<file path="config.mk">
export PLATFORM = sky130hd
export DESIGN_NAME = input_capture_fifo_channel
export DESIGN_NICKNAME = d
export VERILOG_FILES = /design/src/rtl/capture_pkg.sv /design/src/rtl/edge_prescaler.sv /design/src/rtl/input_capture_fifo_channel.sv
export SDC_FILE = /design/constraint.sdc
export NUM_CORES = 1
export LEC_CHECK = 0
export BUFFER_PORTS_ARGS = -buffer_cell sky130_fd_sc_hd__buf_2
export CAP_MARGIN = 20
export CORE_MARGIN = 2
export CORE_UTILIZATION = 45
export DETAILED_ROUTE_END_ITERATION = 12
export PLACE_DENSITY = 0.79
export SYNTH_ARGS = -nofsm -noshare
export SYNTH_HDL_FRONTEND = slang
export SYNTH_HIERARCHICAL = 1
export SYNTH_SLANG_ARGS = --single-unit
</file>
<file path="constraint.sdc">
create_clock -name ref_clk -period 2.4 [get_ports ref_clk]
set_clock_uncertainty 0.05 [all_clocks]
set_input_delay 0.24 -clock ref_clk [delete_from_list [all_inputs] [get_ports ref_clk]]
set_output_delay 0.24 -clock ref_clk [all_outputs]
set_load 0.02 [all_outputs]
</file>
<file path="src/rtl/capture_pkg.sv">
// Shared constants for the input capture channel
package capture_pkg;

  // Data widths and buffer depth
  localparam int TIMER_W    = 16;
  localparam int FIFO_DEPTH = 4;
  localparam int CNT_W      = 3;

  // Capture mode encodings
  localparam logic [2:0] MODE_OFF    = 3'h0;
  localparam logic [2:0] MODE_BOTH   = 3'h1;
  localparam logic [2:0] MODE_FALL   = 3'h2;
  localparam logic [2:0] MODE_RISE   = 3'h3;
  localparam logic [2:0] MODE_DIV4   = 3'h4;
  localparam logic [2:0] MODE_DIV16  = 3'h5;
  localparam logic [2:0] MODE_UNUSED = 3'h6;
  localparam logic [2:0] MODE_WAKE   = 3'h7;

  // Prescaler terminal counts (edges minus one)
  localparam int         PRE_W      = 4;
  localparam logic [3:0] PRE4_LAST  = 4'h3;
  localparam logic [3:0] PRE16_LAST = 4'hf;

  // Interrupt count field: every event
  localparam logic [1:0] ICNT_EVERY = 2'h0;

  // Pin transition to capture event, in clock edges
  localparam int CAPTURE_LATENCY = 2;

  // Control word bit positions for read-back
  localparam int POS_MODE  = 0;
  localparam int POS_NE    = 3;
  localparam int POS_OV    = 4;
  localparam int POS_ICNT  = 5;
  localparam int POS_TSEL  = 7;
  localparam int POS_IDLE  = 13;
  localparam int CTRL_W    = 16;

endpackage : capture_pkg

</file>
<file path="src/rtl/edge_prescaler.sv">
// Edge qualifier and 4:1 / 16:1 rising edge prescaler
`timescale 1ns/10ps
module edge_prescaler
  import capture_pkg::*;
(
  // Clock, reset, enable
  input  wire logic       ref_clk,
  input  wire logic       rstN,
  input  wire logic       clkEn,
  // Configuration
  input  wire logic [2:0] captureModeField,
  input  wire logic       clear,
  // Edge pulses from the pin pipeline
  input  wire logic       risePulse,
  input  wire logic       fallPulse,
  // Qualified capture event
  output logic            captureEvent
);

  logic [PRE_W-1:0] preCnt_ff;   // Rising edges seen so far
  logic [PRE_W-1:0] nxt_preCnt;  // Next count
  logic [PRE_W-1:0] lastCnt;     // Terminal count for this mode

  // Pick the event source by mode; divided modes count rising edges
  always_comb begin
    nxt_preCnt   = preCnt_ff;
    captureEvent = 1'b0;
    lastCnt      = (captureModeField == MODE_DIV4) ? PRE4_LAST : PRE16_LAST;
    case (captureModeField)
      MODE_BOTH: captureEvent = risePulse | fallPulse;
      MODE_FALL: captureEvent = fallPulse;
      MODE_RISE: captureEvent = risePulse;
      MODE_DIV4, MODE_DIV16: begin
        if (risePulse) begin
          if (preCnt_ff == lastCnt) begin
            captureEvent = 1'b1;
            nxt_preCnt   = '0;
          end else begin
            nxt_preCnt = preCnt_ff + 1'b1;
          end
        end
      end
      // Off, unused and wake modes make no captures
      default: captureEvent = 1'b0;
    endcase
    // Restart counting cleanly whenever the channel is off
    if (clear) begin
      nxt_preCnt = '0;
    end
  end

  // Prescaler register; frozen while the clock enable is low
  always_ff @(posedge ref_clk or negedge rstN) begin
    if (!rstN) begin
      preCnt_ff <= '0;
    end else if (clkEn) begin
      preCnt_ff <= nxt_preCnt;
    end
  end

endmodule : edge_prescaler

</file>
<file path="src/rtl/input_capture_fifo_channel.sv">
// Input capture channel: edge qualifier, four deep FIFO, flags, interrupt
`timescale 1ns/10ps
// Overview of operation
// - Timebase select bit picks capture timer
// - Select 1 takes timebase a, 0 b
// - Each event stores full 16-bit timer
// - Modes: off, both, falling, rising edges
// - Modes capture every 4th, 16th rise
// - Wake mode: no captures, rising wake
// - Event two cycles after pin transition
// - Four deep FIFO, one write per event
// - Read returns oldest, others move forward
// - Disable or reset clears both flags
// - Not-empty sets on capture, clears drained
// - Overflow sets on event when full, no read
// - Overflow clears on fourth following read
// - Event while full, no read, stores nothing
// - Both-edges mode keeps overflow clear
// - Interrupt every 1st to 4th event
// - Overflow blocks interrupts unless count 00 or both-edges
// - Both-edges mode interrupts every event
// - Own irq flag with enable, priority
// - Idle halt bit stops channel in idle
module input_capture_fifo_channel
  import capture_pkg::*;
(
  // Clock, reset, clock enable
  input  wire logic               ref_clk,
  input  wire logic               nrst,
  input  wire logic               clkEn,
  // Control bits
  input  wire logic [2:0]         captureModeField,
  input  wire logic               timebaseSelect,
  input  wire logic [1:0]         irqCountField,
  input  wire logic               idleHaltBit,
  // Processor power state
  input  wire logic               cpuIdle,
  input  wire logic               cpuSleep,
  // Time bases and capture pin
  input  wire logic [TIMER_W-1:0] timebaseA,
  input  wire logic [TIMER_W-1:0] timebaseB,
  input  wire logic               captureInputPin,
  // FIFO read port
  input  wire logic               fifoReadStrobe,
  output logic [TIMER_W-1:0]      captureFifoPort,
  // Status
  output logic                    fifoNotEmptyFlag,
  output logic                    fifoOverrunFlag,
  output logic [CTRL_W-1:0]       captureControlWord,
  // Interrupt toward the system interrupt logic
  input  wire logic               captureIrqEnable,
  input  wire logic [2:0]         captureIrqPriority,
  input  wire logic               captureIrqClear,
  output logic                    captureIrqFlag,
  output logic                    captureIrqRequest,
  output logic [2:0]              captureIrqLevel
);

  // Reset release through two flops
  logic [1:0] rstPipe_ff;
  logic       rstN;

  // Pin pipeline and edges
  logic pinQ1_ff, pinQ2_ff;
  logic risePulse, fallPulse;

  // Channel condition
  logic disabled, halted, inWake, captureEvent, capEvt;
  logic [TIMER_W-1:0] selTime;

  // FIFO storage and occupancy
  logic [TIMER_W-1:0] fifoMem_ff [FIFO_DEPTH];
  logic [TIMER_W-1:0] nxt_fifoMem [FIFO_DEPTH];
  logic [CNT_W-1:0]   count_ff, nxt_count;
  logic               doRead, doWrite, isFull;

  // Flags and counters
  logic       ovFlag_ff, nxt_ovFlag, ovSet;
  logic [2:0] ovReads_ff, nxt_ovReads;
  logic [1:0] evCnt_ff, nxt_evCnt;
  logic       irqSet, wakeSet;
  logic       irqFlag_ff, nxt_irqFlag;
  logic [2:0] irqLevel_ff, nxt_irqLevel;

  // Reset synchroniser runs regardless of the clock enable
  always_ff @(posedge ref_clk or negedge nrst) begin
    if (!nrst) begin
      rstPipe_ff <= 2'h0;
    end else begin
      rstPipe_ff <= {rstPipe_ff[0], 1'b1};
    end
  end
  assign rstN = rstPipe_ff[1];

  // Pin is synchronous; one stage plus compare gives the fixed latency
  always_ff @(posedge ref_clk or negedge rstN) begin
    if (!rstN) begin
      pinQ1_ff <= 1'b0;
      pinQ2_ff <= 1'b0;
    end else if (clkEn) begin
      pinQ1_ff <= captureInputPin;
      pinQ2_ff <= pinQ1_ff;
    end
  end

  // Edge detection and halt qualification
  always_comb begin
    risePulse = pinQ1_ff & ~pinQ2_ff;
    fallPulse = ~pinQ1_ff & pinQ2_ff;
    disabled  = (captureModeField == MODE_OFF) || (captureModeField == MODE_UNUSED);
    inWake    = (captureModeField == MODE_WAKE);
    // Sleep always stops capture; idle only when asked to
    halted    = cpuSleep | (cpuIdle & idleHaltBit);
    capEvt    = captureEvent & ~halted & ~disabled;
    // Timer mux; select high takes the first timer
    selTime   = timebaseSelect ? timebaseA : timebaseB;
  end

  // Edge qualification and prescaling live in the child
  edge_prescaler u_prescaler (
    .ref_clk          (ref_clk),
    .rstN             (rstN),
    .clkEn            (clkEn),
    .captureModeField (captureModeField),
    .clear            (disabled),
    .risePulse        (risePulse & ~halted),
    .fallPulse        (fallPulse & ~halted),
    .captureEvent     (captureEvent)
  );

  // FIFO next state: read shifts toward the head, write lands behind
  always_comb begin
    isFull  = (count_ff == CNT_W'(FIFO_DEPTH));
    doRead  = fifoReadStrobe && (count_ff != '0);
    // A read in the same cycle frees a slot, so a full FIFO still takes it
    doWrite = capEvt && (!isFull || doRead);
    nxt_count = count_ff;
    for (int i = 0; i < FIFO_DEPTH; i++) begin
      nxt_fifoMem[i] = fifoMem_ff[i];
    end
    if (doRead) begin
      for (int i = 0; i < FIFO_DEPTH - 1; i++) begin
        nxt_fifoMem[i] = fifoMem_ff[i+1];
      end
      nxt_count = count_ff - 1'b1;
    end
    if (doWrite) begin
      nxt_fifoMem[nxt_count[1:0]] = selTime;
      nxt_count = nxt_count + 1'b1;
    end
    // Disabling the channel drains the buffer
    if (disabled) begin
      nxt_count = '0;
    end
  end

  // FIFO registers; reset clears both data and occupancy
  always_ff @(posedge ref_clk or negedge rstN) begin
    if (!rstN) begin
      count_ff <= '0;
      for (int i = 0; i < FIFO_DEPTH; i++) begin
        fifoMem_ff[i] <= '0;
      end
    end else if (clkEn) begin
      count_ff   <= nxt_count;
      fifoMem_ff <= nxt_fifoMem;
    end
  end

  // Overflow and interrupt counting
  always_comb begin
    // Overflow never flags in both-edges mode
    ovSet = capEvt && isFull && !doRead &&
            (captureModeField != MODE_BOTH);
    nxt_ovFlag  = ovFlag_ff;
    nxt_ovReads = ovReads_ff;
    if (ovFlag_ff && doRead) begin
      if (ovReads_ff == 3'(FIFO_DEPTH - 1)) begin
        nxt_ovFlag  = 1'b0;
        nxt_ovReads = '0;
      end else begin
        nxt_ovReads = ovReads_ff + 1'b1;
      end
    end
    // A read in the same cycle blocks the set; the fourth read still clears
    if (ovSet) begin
      nxt_ovFlag = 1'b1;
      if (!ovFlag_ff) begin
        nxt_ovReads = '0;
      end
    end
    // Interrupt: every event in both-edges mode or count 00
    irqSet    = 1'b0;
    nxt_evCnt = evCnt_ff;
    if (capEvt) begin
      if (captureModeField == MODE_BOTH || irqCountField == ICNT_EVERY) begin
        irqSet = 1'b1;
      end else if (evCnt_ff == irqCountField) begin
        nxt_evCnt = '0;
        // Pending overflow withholds the grouped interrupt
        irqSet = !(ovFlag_ff || ovSet);
      end else begin
        nxt_evCnt = evCnt_ff + 1'b1;
      end
    end
    // Wake mode: a rising edge while asleep or idle raises the flag
    wakeSet = inWake && risePulse && (cpuSleep || cpuIdle);
    if (disabled) begin
      nxt_ovFlag  = 1'b0;
      nxt_ovReads = '0;
      nxt_evCnt   = '0;
    end
    // Sticky request flag; a new event wins over the clear
    nxt_irqFlag = (irqFlag_ff && !captureIrqClear) || irqSet || wakeSet;
    nxt_irqLevel = (nxt_irqFlag && captureIrqEnable) ? captureIrqPriority : 3'h0;
  end

  // Flag and counter registers
  always_ff @(posedge ref_clk or negedge rstN) begin
    if (!rstN) begin
      ovFlag_ff   <= 1'b0;
      ovReads_ff  <= '0;
      evCnt_ff    <= '0;
      irqFlag_ff  <= 1'b0;
      irqLevel_ff <= 3'h0;
    end else if (clkEn) begin
      ovFlag_ff   <= nxt_ovFlag;
      ovReads_ff  <= nxt_ovReads;
      evCnt_ff    <= nxt_evCnt;
      irqFlag_ff  <= nxt_irqFlag;
      irqLevel_ff <= nxt_irqLevel;
    end
  end

  // Outputs; head entry and flags all come from flops
  always_comb begin
    captureFifoPort   = fifoMem_ff[0];
    fifoNotEmptyFlag  = (count_ff != '0);
    fifoOverrunFlag   = ovFlag_ff;
    captureIrqFlag    = irqFlag_ff;
    captureIrqRequest = irqFlag_ff & captureIrqEnable;
    captureIrqLevel   = irqLevel_ff;
    captureControlWord = '0;
    captureControlWord[POS_MODE +: 3] = captureModeField;
    captureControlWord[POS_NE]        = fifoNotEmptyFlag;
    captureControlWord[POS_OV]        = ovFlag_ff;
    captureControlWord[POS_ICNT +: 2] = irqCountField;
    captureControlWord[POS_TSEL]      = timebaseSelect;
    captureControlWord[POS_IDLE]      = idleHaltBit;
  end
endmodule : input_capture_fifo_channel

</file>
# Word level (Yosys, flattened, before mapping)
# Cells that the tools add are included.
dict set report word_totals {
  ff_bits 85
  in_bits 51
  out_inout_bits 39
  elab_cells 118
}
dict set report op_classes {
  n_addsub 5
  magnitude_cmp 2
  eq_ne 13
  n_mux 34
  n_bitwise 15
  n_reduce_logical 35
}
# operator n
set op_table {}
lappend op_table {{bitwise mux 64 bit} 1}
lappend op_table {{2-to-1 mux 64 bit} 1}
lappend op_table {{2-to-1 mux 48 bit} 1}
lappend op_table {{demux 16 bit (select 2 bit)} 1}
lappend op_table {{2-to-1 mux 16 bit} 2}
lappend op_table {{2-to-1 mux 3 bit} 9}
lappend op_table {{2-to-1 mux 4 bit} 5}
lappend op_table {{equality test 3 bit (second input constant)} 5}
lappend op_table {{logical AND 1 bit} 11}
lappend op_table {{equality test 3 x 2 -> 1 bit (second input constant)} 3}
lappend op_table {{2-to-1 mux 1 bit} 9}
lappend op_table {{AND reduction 3 bit} 3}
lappend op_table {{nonzero test 3 bit} 3}
lappend op_table {{AND 1 bit} 8}
lappend op_table {{2-to-1 mux 2 bit} 4}
lappend op_table {{logical OR 1 bit} 7}
lappend op_table {{adder 3 x 1 -> 3 bit (second input constant)} 2}
lappend op_table {{nonzero test 2 bit} 3}
lappend op_table {{adder 4 x 1 -> 4 bit (second input constant)} 1}
lappend op_table {{equality test 4 bit} 1}
lappend op_table {{logical NOT 1 bit} 4}
lappend op_table {{inverter 1 bit} 4}
lappend op_table {{case mux 1 bit (4 select lines)} 1}
lappend op_table {{equality test 3 x 1 -> 1 bit (second input constant)} 1}
lappend op_table {{13 further kinds} 14}

# Logic depth before layout (Yosys ltp)
dict set report depth {
  ltp_word 20
  depth_mapped 12
  depth_no_buf 10
}

# Hierarchy
# The synthesis kept the hierarchy.
# mod n_inst cells_each area_each_um2 seq_area_each_um2
set modules_own_cells {}
lappend modules_own_cells {input_capture_fifo_channel 1 397 4272.8 2026.9}
lappend modules_own_cells {edge_prescaler 1 33 295.3 100.1}

# Least setup slack after synthesis
# No wires, ideal clock.
dict set report synth_path {
  path_type {register to register}
  from {reg count_ff[0]}
  to {reg fifoMem_ff[29] (netlist name)}
  setup_ps 126
  arrival_time_ps 2601
  t_required_ps 2224
  slack_ps -377
  stages_incl_launch_ff 11
  path_buffers 1
  synth_period_minus_slack_ps 2777
  cell_sequence {dfrtp_1 -> inv_1 -> ha_1 -> nand2b_1 -> nand2_1 -> mux2i_1 -> ha_1 -> nand3_4 -> a21o_4 -> buf_6 -> a221o_1}
}
dict set report synth_between {
  elab_chain_cells 10
  elab_cells_between_ends 17
  classes_between {1 x add/sub; 2 x order compare; 1 x eq/ne; 6 x mux; 1 x bitwise; 6 x reduce/logical}
}
# item line
set synth_lines {}
lappend synth_lines {{start, declared} input_capture_fifo_channel.sv:74} ;# logic [CNT_W-1:0] count_ff, nxt_count;
lappend synth_lines {{start signal, assigned} input_capture_fifo_channel.sv:165} ;# count_ff <= nxt_count;
lappend synth_lines {{nonzero test 3 bit *} -}
lappend synth_lines {{named net fifoNotEmptyFlag} input_capture_fifo_channel.sv:47} ;# output logic fifoNotEmptyFlag,
lappend synth_lines {{logical AND 1 bit *} input_capture_fifo_channel.sv:134} ;# doRead = fifoReadStrobe && (count_ff != '0);
lappend synth_lines {{2-to-1 mux 3 bit} input_capture_fifo_channel.sv:141} ;# if (doRead) begin
lappend synth_lines {{inverter 2 -> 3 bit (not written as such)} input_capture_fifo_channel.sv:148} ;# nxt_fifoMem[nxt_count[1:0]] = selTime;
lappend synth_lines {{>= comparator 3 bit (not written as such) or less-than comparator 3 x 1 -> 1 bit (tied branches)} input_capture_fifo_channel.sv:148}
lappend synth_lines {{logical AND 1 bit (not written as such)} input_capture_fifo_channel.sv:148}
lappend synth_lines {{2-to-1 mux 16 bit (not written as such)} input_capture_fifo_channel.sv:148}
lappend synth_lines {{demux 16 bit (select 2 bit)} input_capture_fifo_channel.sv:148}
lappend synth_lines {{bitwise mux 64 bit} input_capture_fifo_channel.sv:148}
lappend synth_lines {{2-to-1 mux 64 bit *} input_capture_fifo_channel.sv:147} ;# if (doWrite) begin
lappend synth_lines {{end signal, assigned} input_capture_fifo_channel.sv:166} ;# fifoMem_ff <= nxt_fifoMem;
lappend synth_lines {{end, declared} input_capture_fifo_channel.sv:72} ;# logic [TIMER_W-1:0] fifoMem_ff [FIFO_DEPTH];
# The timed path passes the listed nets; every way through them passes the cells marked *.
# A chain may end at the register's enable or synchronous reset.

# Worst setup path in the final report
dict set report layout_path {
  from {reg u_prescaler.preCnt_ff[0]}
  to {reg fifoMem_ff[27] (netlist name)}
}
dict set report layout_between {
  elab_chain_cells 8
}
# item line
set layout_lines {}
lappend layout_lines {{start, declared} edge_prescaler.sv:20} ;# logic [PRE_W-1:0] preCnt_ff;
lappend layout_lines {{start signal, assigned} edge_prescaler.sv:57} ;# preCnt_ff <= nxt_preCnt;
lappend layout_lines {{equality test 4 bit} edge_prescaler.sv:35} ;# if (preCnt_ff == lastCnt) begin
lappend layout_lines {{2-to-1 mux 1 bit} edge_prescaler.sv:35}
lappend layout_lines {{2-to-1 mux 1 bit} edge_prescaler.sv:34} ;# if (risePulse) begin
lappend layout_lines {{case mux 1 bit (4 select lines)} edge_prescaler.sv:29} ;# case (captureModeField)
lappend layout_lines {{named net captureEvent} input_capture_fifo_channel.sv:68} ;# logic disabled, halted, inWake, captureEvent, capEvt;
lappend layout_lines {{AND 1 bit (2 in series)} input_capture_fifo_channel.sv:114} ;# capEvt = captureEvent & ~halted & ~disabled;
lappend layout_lines {{logical AND 1 bit} input_capture_fifo_channel.sv:136} ;# doWrite = capEvt && (!isFull || doRead);
lappend layout_lines {{2-to-1 mux 64 bit} input_capture_fifo_channel.sv:147}
# The timed path passes the listed nets, and every way through them passes these cells.

==> metrics <==
outcome=finished, violations left; failing checks=setup timing; CTS buffer count=9; # diodes=0; mux contribution to synthesized area=between 7 and 8%; nets=583; die height=between 100 and 150 microns; CTS sink cnt=between 80 and 90; IO Pins=90; total power=approximately 0.0047 W; largest net degree at the start of global routing=84; CP arrival=between 2 and 3 ns; Slowest-stage cell, CP=dfrtp_1; largest stage delay on the critical path=0.41 ns; RePlAce Congestion=roughly 0.84; Finished Core Util=just under 60%; Distinct cells, synth=between 50 and 60; Worst Path Buf+Inv=3; Final Hold Vio Count=0; Synth Register Bits=85; Skew-Pair Late Insertion Delay=0.37 ns; Synth async-reset ratio=100%; simple-gate share of the synthesized area=around 15%; combinational family with the most area after synthesis=compound AO/OA/AOI/OAI gates; DRT Pass-1 Iters=5; Mapped Cells=430; fin crit share=110%; Max Cap Viol=0; non-filler cells, final=662; Synth Area in Adders=between 2 and 2.5%; FP Rows=36; crit path time final=between 2 and 3 ns; mean post-synth cell area=between 10 and 15 sq um; WL/cell=18.0 microns; startpoint types=flip-flop; xor/xnor cell area share of the yosys netlist=less than 1%; HPWL Detailed=approximately 7600 microns; Synth Flop Type=dfrtp_1; final WL=roughly 12000 microns; die area=11000 sq um; Inst Count DP=629; reg2reg start=u_prescaler/preCnt_ff[0]$_DFFE_PN0P_; FILL cells=831; I/O Buffers=82; Initial Util=46.5%; worst hold margin=0.0647 ns; vias in the first global route=3916; CP cell instances=ha_2 > or3b_1 > mux2i_1 > a31oi_1 > o22ai_1 > and2_4 > buf_12 > buf_8 > a31oi_4 > clkbuf_16 > a221o_1; Crit path max-delay family=compound AO/OA/AOI/OAI gates; ANT nets after route=0; sequential cell area fraction in the yosys report=46.6%; TritonCTS clock tree=done; RSZ-0062 raised after global routing=yes; Finish-stage setup viols=63; PD cells=832 nW/um^2; worst min path class=primary input to flip-flop; area grow syn2layout=24.5%; initial antenna violation count=0; post-DR vias/cell=about 5.7; Required @ worst endpoint=about 2.6 ns; Crit. Startpoint=u_prescaler/preCnt_ff[0]$_DFFE_PN0P_; H-tree depth=3; YS warnings=6; CTS Buffer Depth=2; setup ws final=-0.231 ns; f_max=about 0.38 GHz; Critical Path Fanout Max=8; synthesized area=~4600 sq um; Worst-path clk slew=roughly 0.1 ns; Worst setup EP type=flip-flop; maximum vdd drop=0.000421 V; share of cells above drive strength 1=a little under 40%; commonest non-fill, non-tap cell in the layout=dfrtp_1; Die W=approximately 100 microns; most frequent cells in the layout=dfrtp_1, buf_2, nor2_1; GRT Util Overall=a little over a fifth; kind of critical path=flip-flop to flip-flop; CTS root buf=clkbuf_8; GR Overflow Total=0; number of synthesized flops with an enable pin=0; global-route wire length before repair=18800 microns; Hold Crit Start=captureInputPin; Lkg Pwr=between 2 and 3 nW; core area=~9800 sq um; drc violations=0; Synth Area in Compound Gates=roughly a fifth; DR vias=approximately 3800; Max Slew Vio Count=0; 1st-iter DRT viols=190
-- power by group --
part / internal [W] / switching [W] / total, W
Combinational: 0.000821 / 0.000987 / 0.00181
Sequential: 0.00171 / 0.000194 / 0.00191
Clock: 0.000425 / 0.000592 / 0.00102
-- worst reg2reg max path, stage by stage (launching register included) --
cell and delay, ns:
dfrtp_1 0.41, ha_2 0.20, or3b_1 0.34, mux2i_1 0.19
a31oi_1 0.11, o22ai_1 0.17, and2_4 0.19, buf_12 0.12
buf_8 0.12, a31oi_4 0.12, clkbuf_16 0.20, a221o_1 0.30
-- metal layers --
layer	wire [microns]	track usage, %	up-vias	part of all wire (%)
li1	-	-	1728	-
met1	4570	24.8	1879	38
met2	6300	37.7	167	53
met3	904	5.05	21	7.6
met4	171	8.67	0	1.4
met5	0	0	-	0
-- path summary, 6_finish.rpt --
kind                                                              to  slack [ns]  cells after the start
worst max-delay path                      fifoMem_ff[27]$_DFFE_PN0P_       -0.23                     11
worst min-delay path                            pinQ1_ff$_DFFE_PN0P_        0.06                      2
worst max register to register            fifoMem_ff[27]$_DFFE_PN0P_       -0.23                     11
worst min register to register  u_prescaler/preCnt_ff[3]$_DFFE_PN0P_        0.30                      1
max in group asynchronous                 fifoMem_ff[47]$_DFFE_PN0P_        1.68                      1
min in group asynchronous                    rstPipe_ff[1]$_DFF_PN0_        0.13                      2
-- metrics by stage --
| step | instance area (sq um) | setup TNS (ns) | setup slack (ns) |
|---|---|---|---|
| 2_1_floorplan | 4620 | -6.00 | -0.177 |
| 3_3_place_gp | 5150 | -5.15 | -0.109 |
| 3_5_place_dp | 5150 | -9.15 | -0.207 |
| 4_1_cts | 5450 | -7.65 | -0.159 |
| 5_1_grt | 5690 | -17.06 | -0.315 |
| 6_report | 5690 | -11.75 | -0.231 |
-- logic make-up (layout without fill, tap and decap cells) --
kind of cell	after synthesis	in the layout
and+or+nand+nor	131	131
AOI/OAI and AO/OA	103	104
xor gates and xnor gates	4	4
adders and majority gates	8	8
muxes	33	33
DFF	85	85
other	2	8
buffers and inverters	64	156
-- layout make-up --
class	count	area (sq um)	area share [%]
Sequential cell	85	2130	37.5
Clock buffer	10	138	2.42
Clock inverter	6	56.3	0.990
Timing Repair Buffer	130	940	16.5
Multi-Input combinational cell	288	2220	39.0
Inverter	10	37.5	0.660
Tap cell	133	166	2.93
-- synthesized netlist by cell type (6+ instances only) --
library cell,instances,area [sq um]
ha_1,8,100
buf_4,34,255
clkbuf_1,7,26.3
dfrtp_1,85,2130
nand2_1,28,105
nand3_1,6,30.0
a221o_1,48,480
buf_2,9,45.0
nor2_1,56,210
inv_1,10,37.5
nand2b_1,12,75.1
mux2i_1,13,130
mux2_2,20,225
o21ai_0,18,90.1
-- repair_timing --
action,4_1_cts,5_1_grt
hold buffers,1,0
gates resized for setup,8,44
hold endpoints to repair,2,0
buffers inserted,7,8
cloned,1,4
setup endpoints to repair,60,76
pin swaps,2,15
No activity file was read; power rests on OpenSTA's default activity.
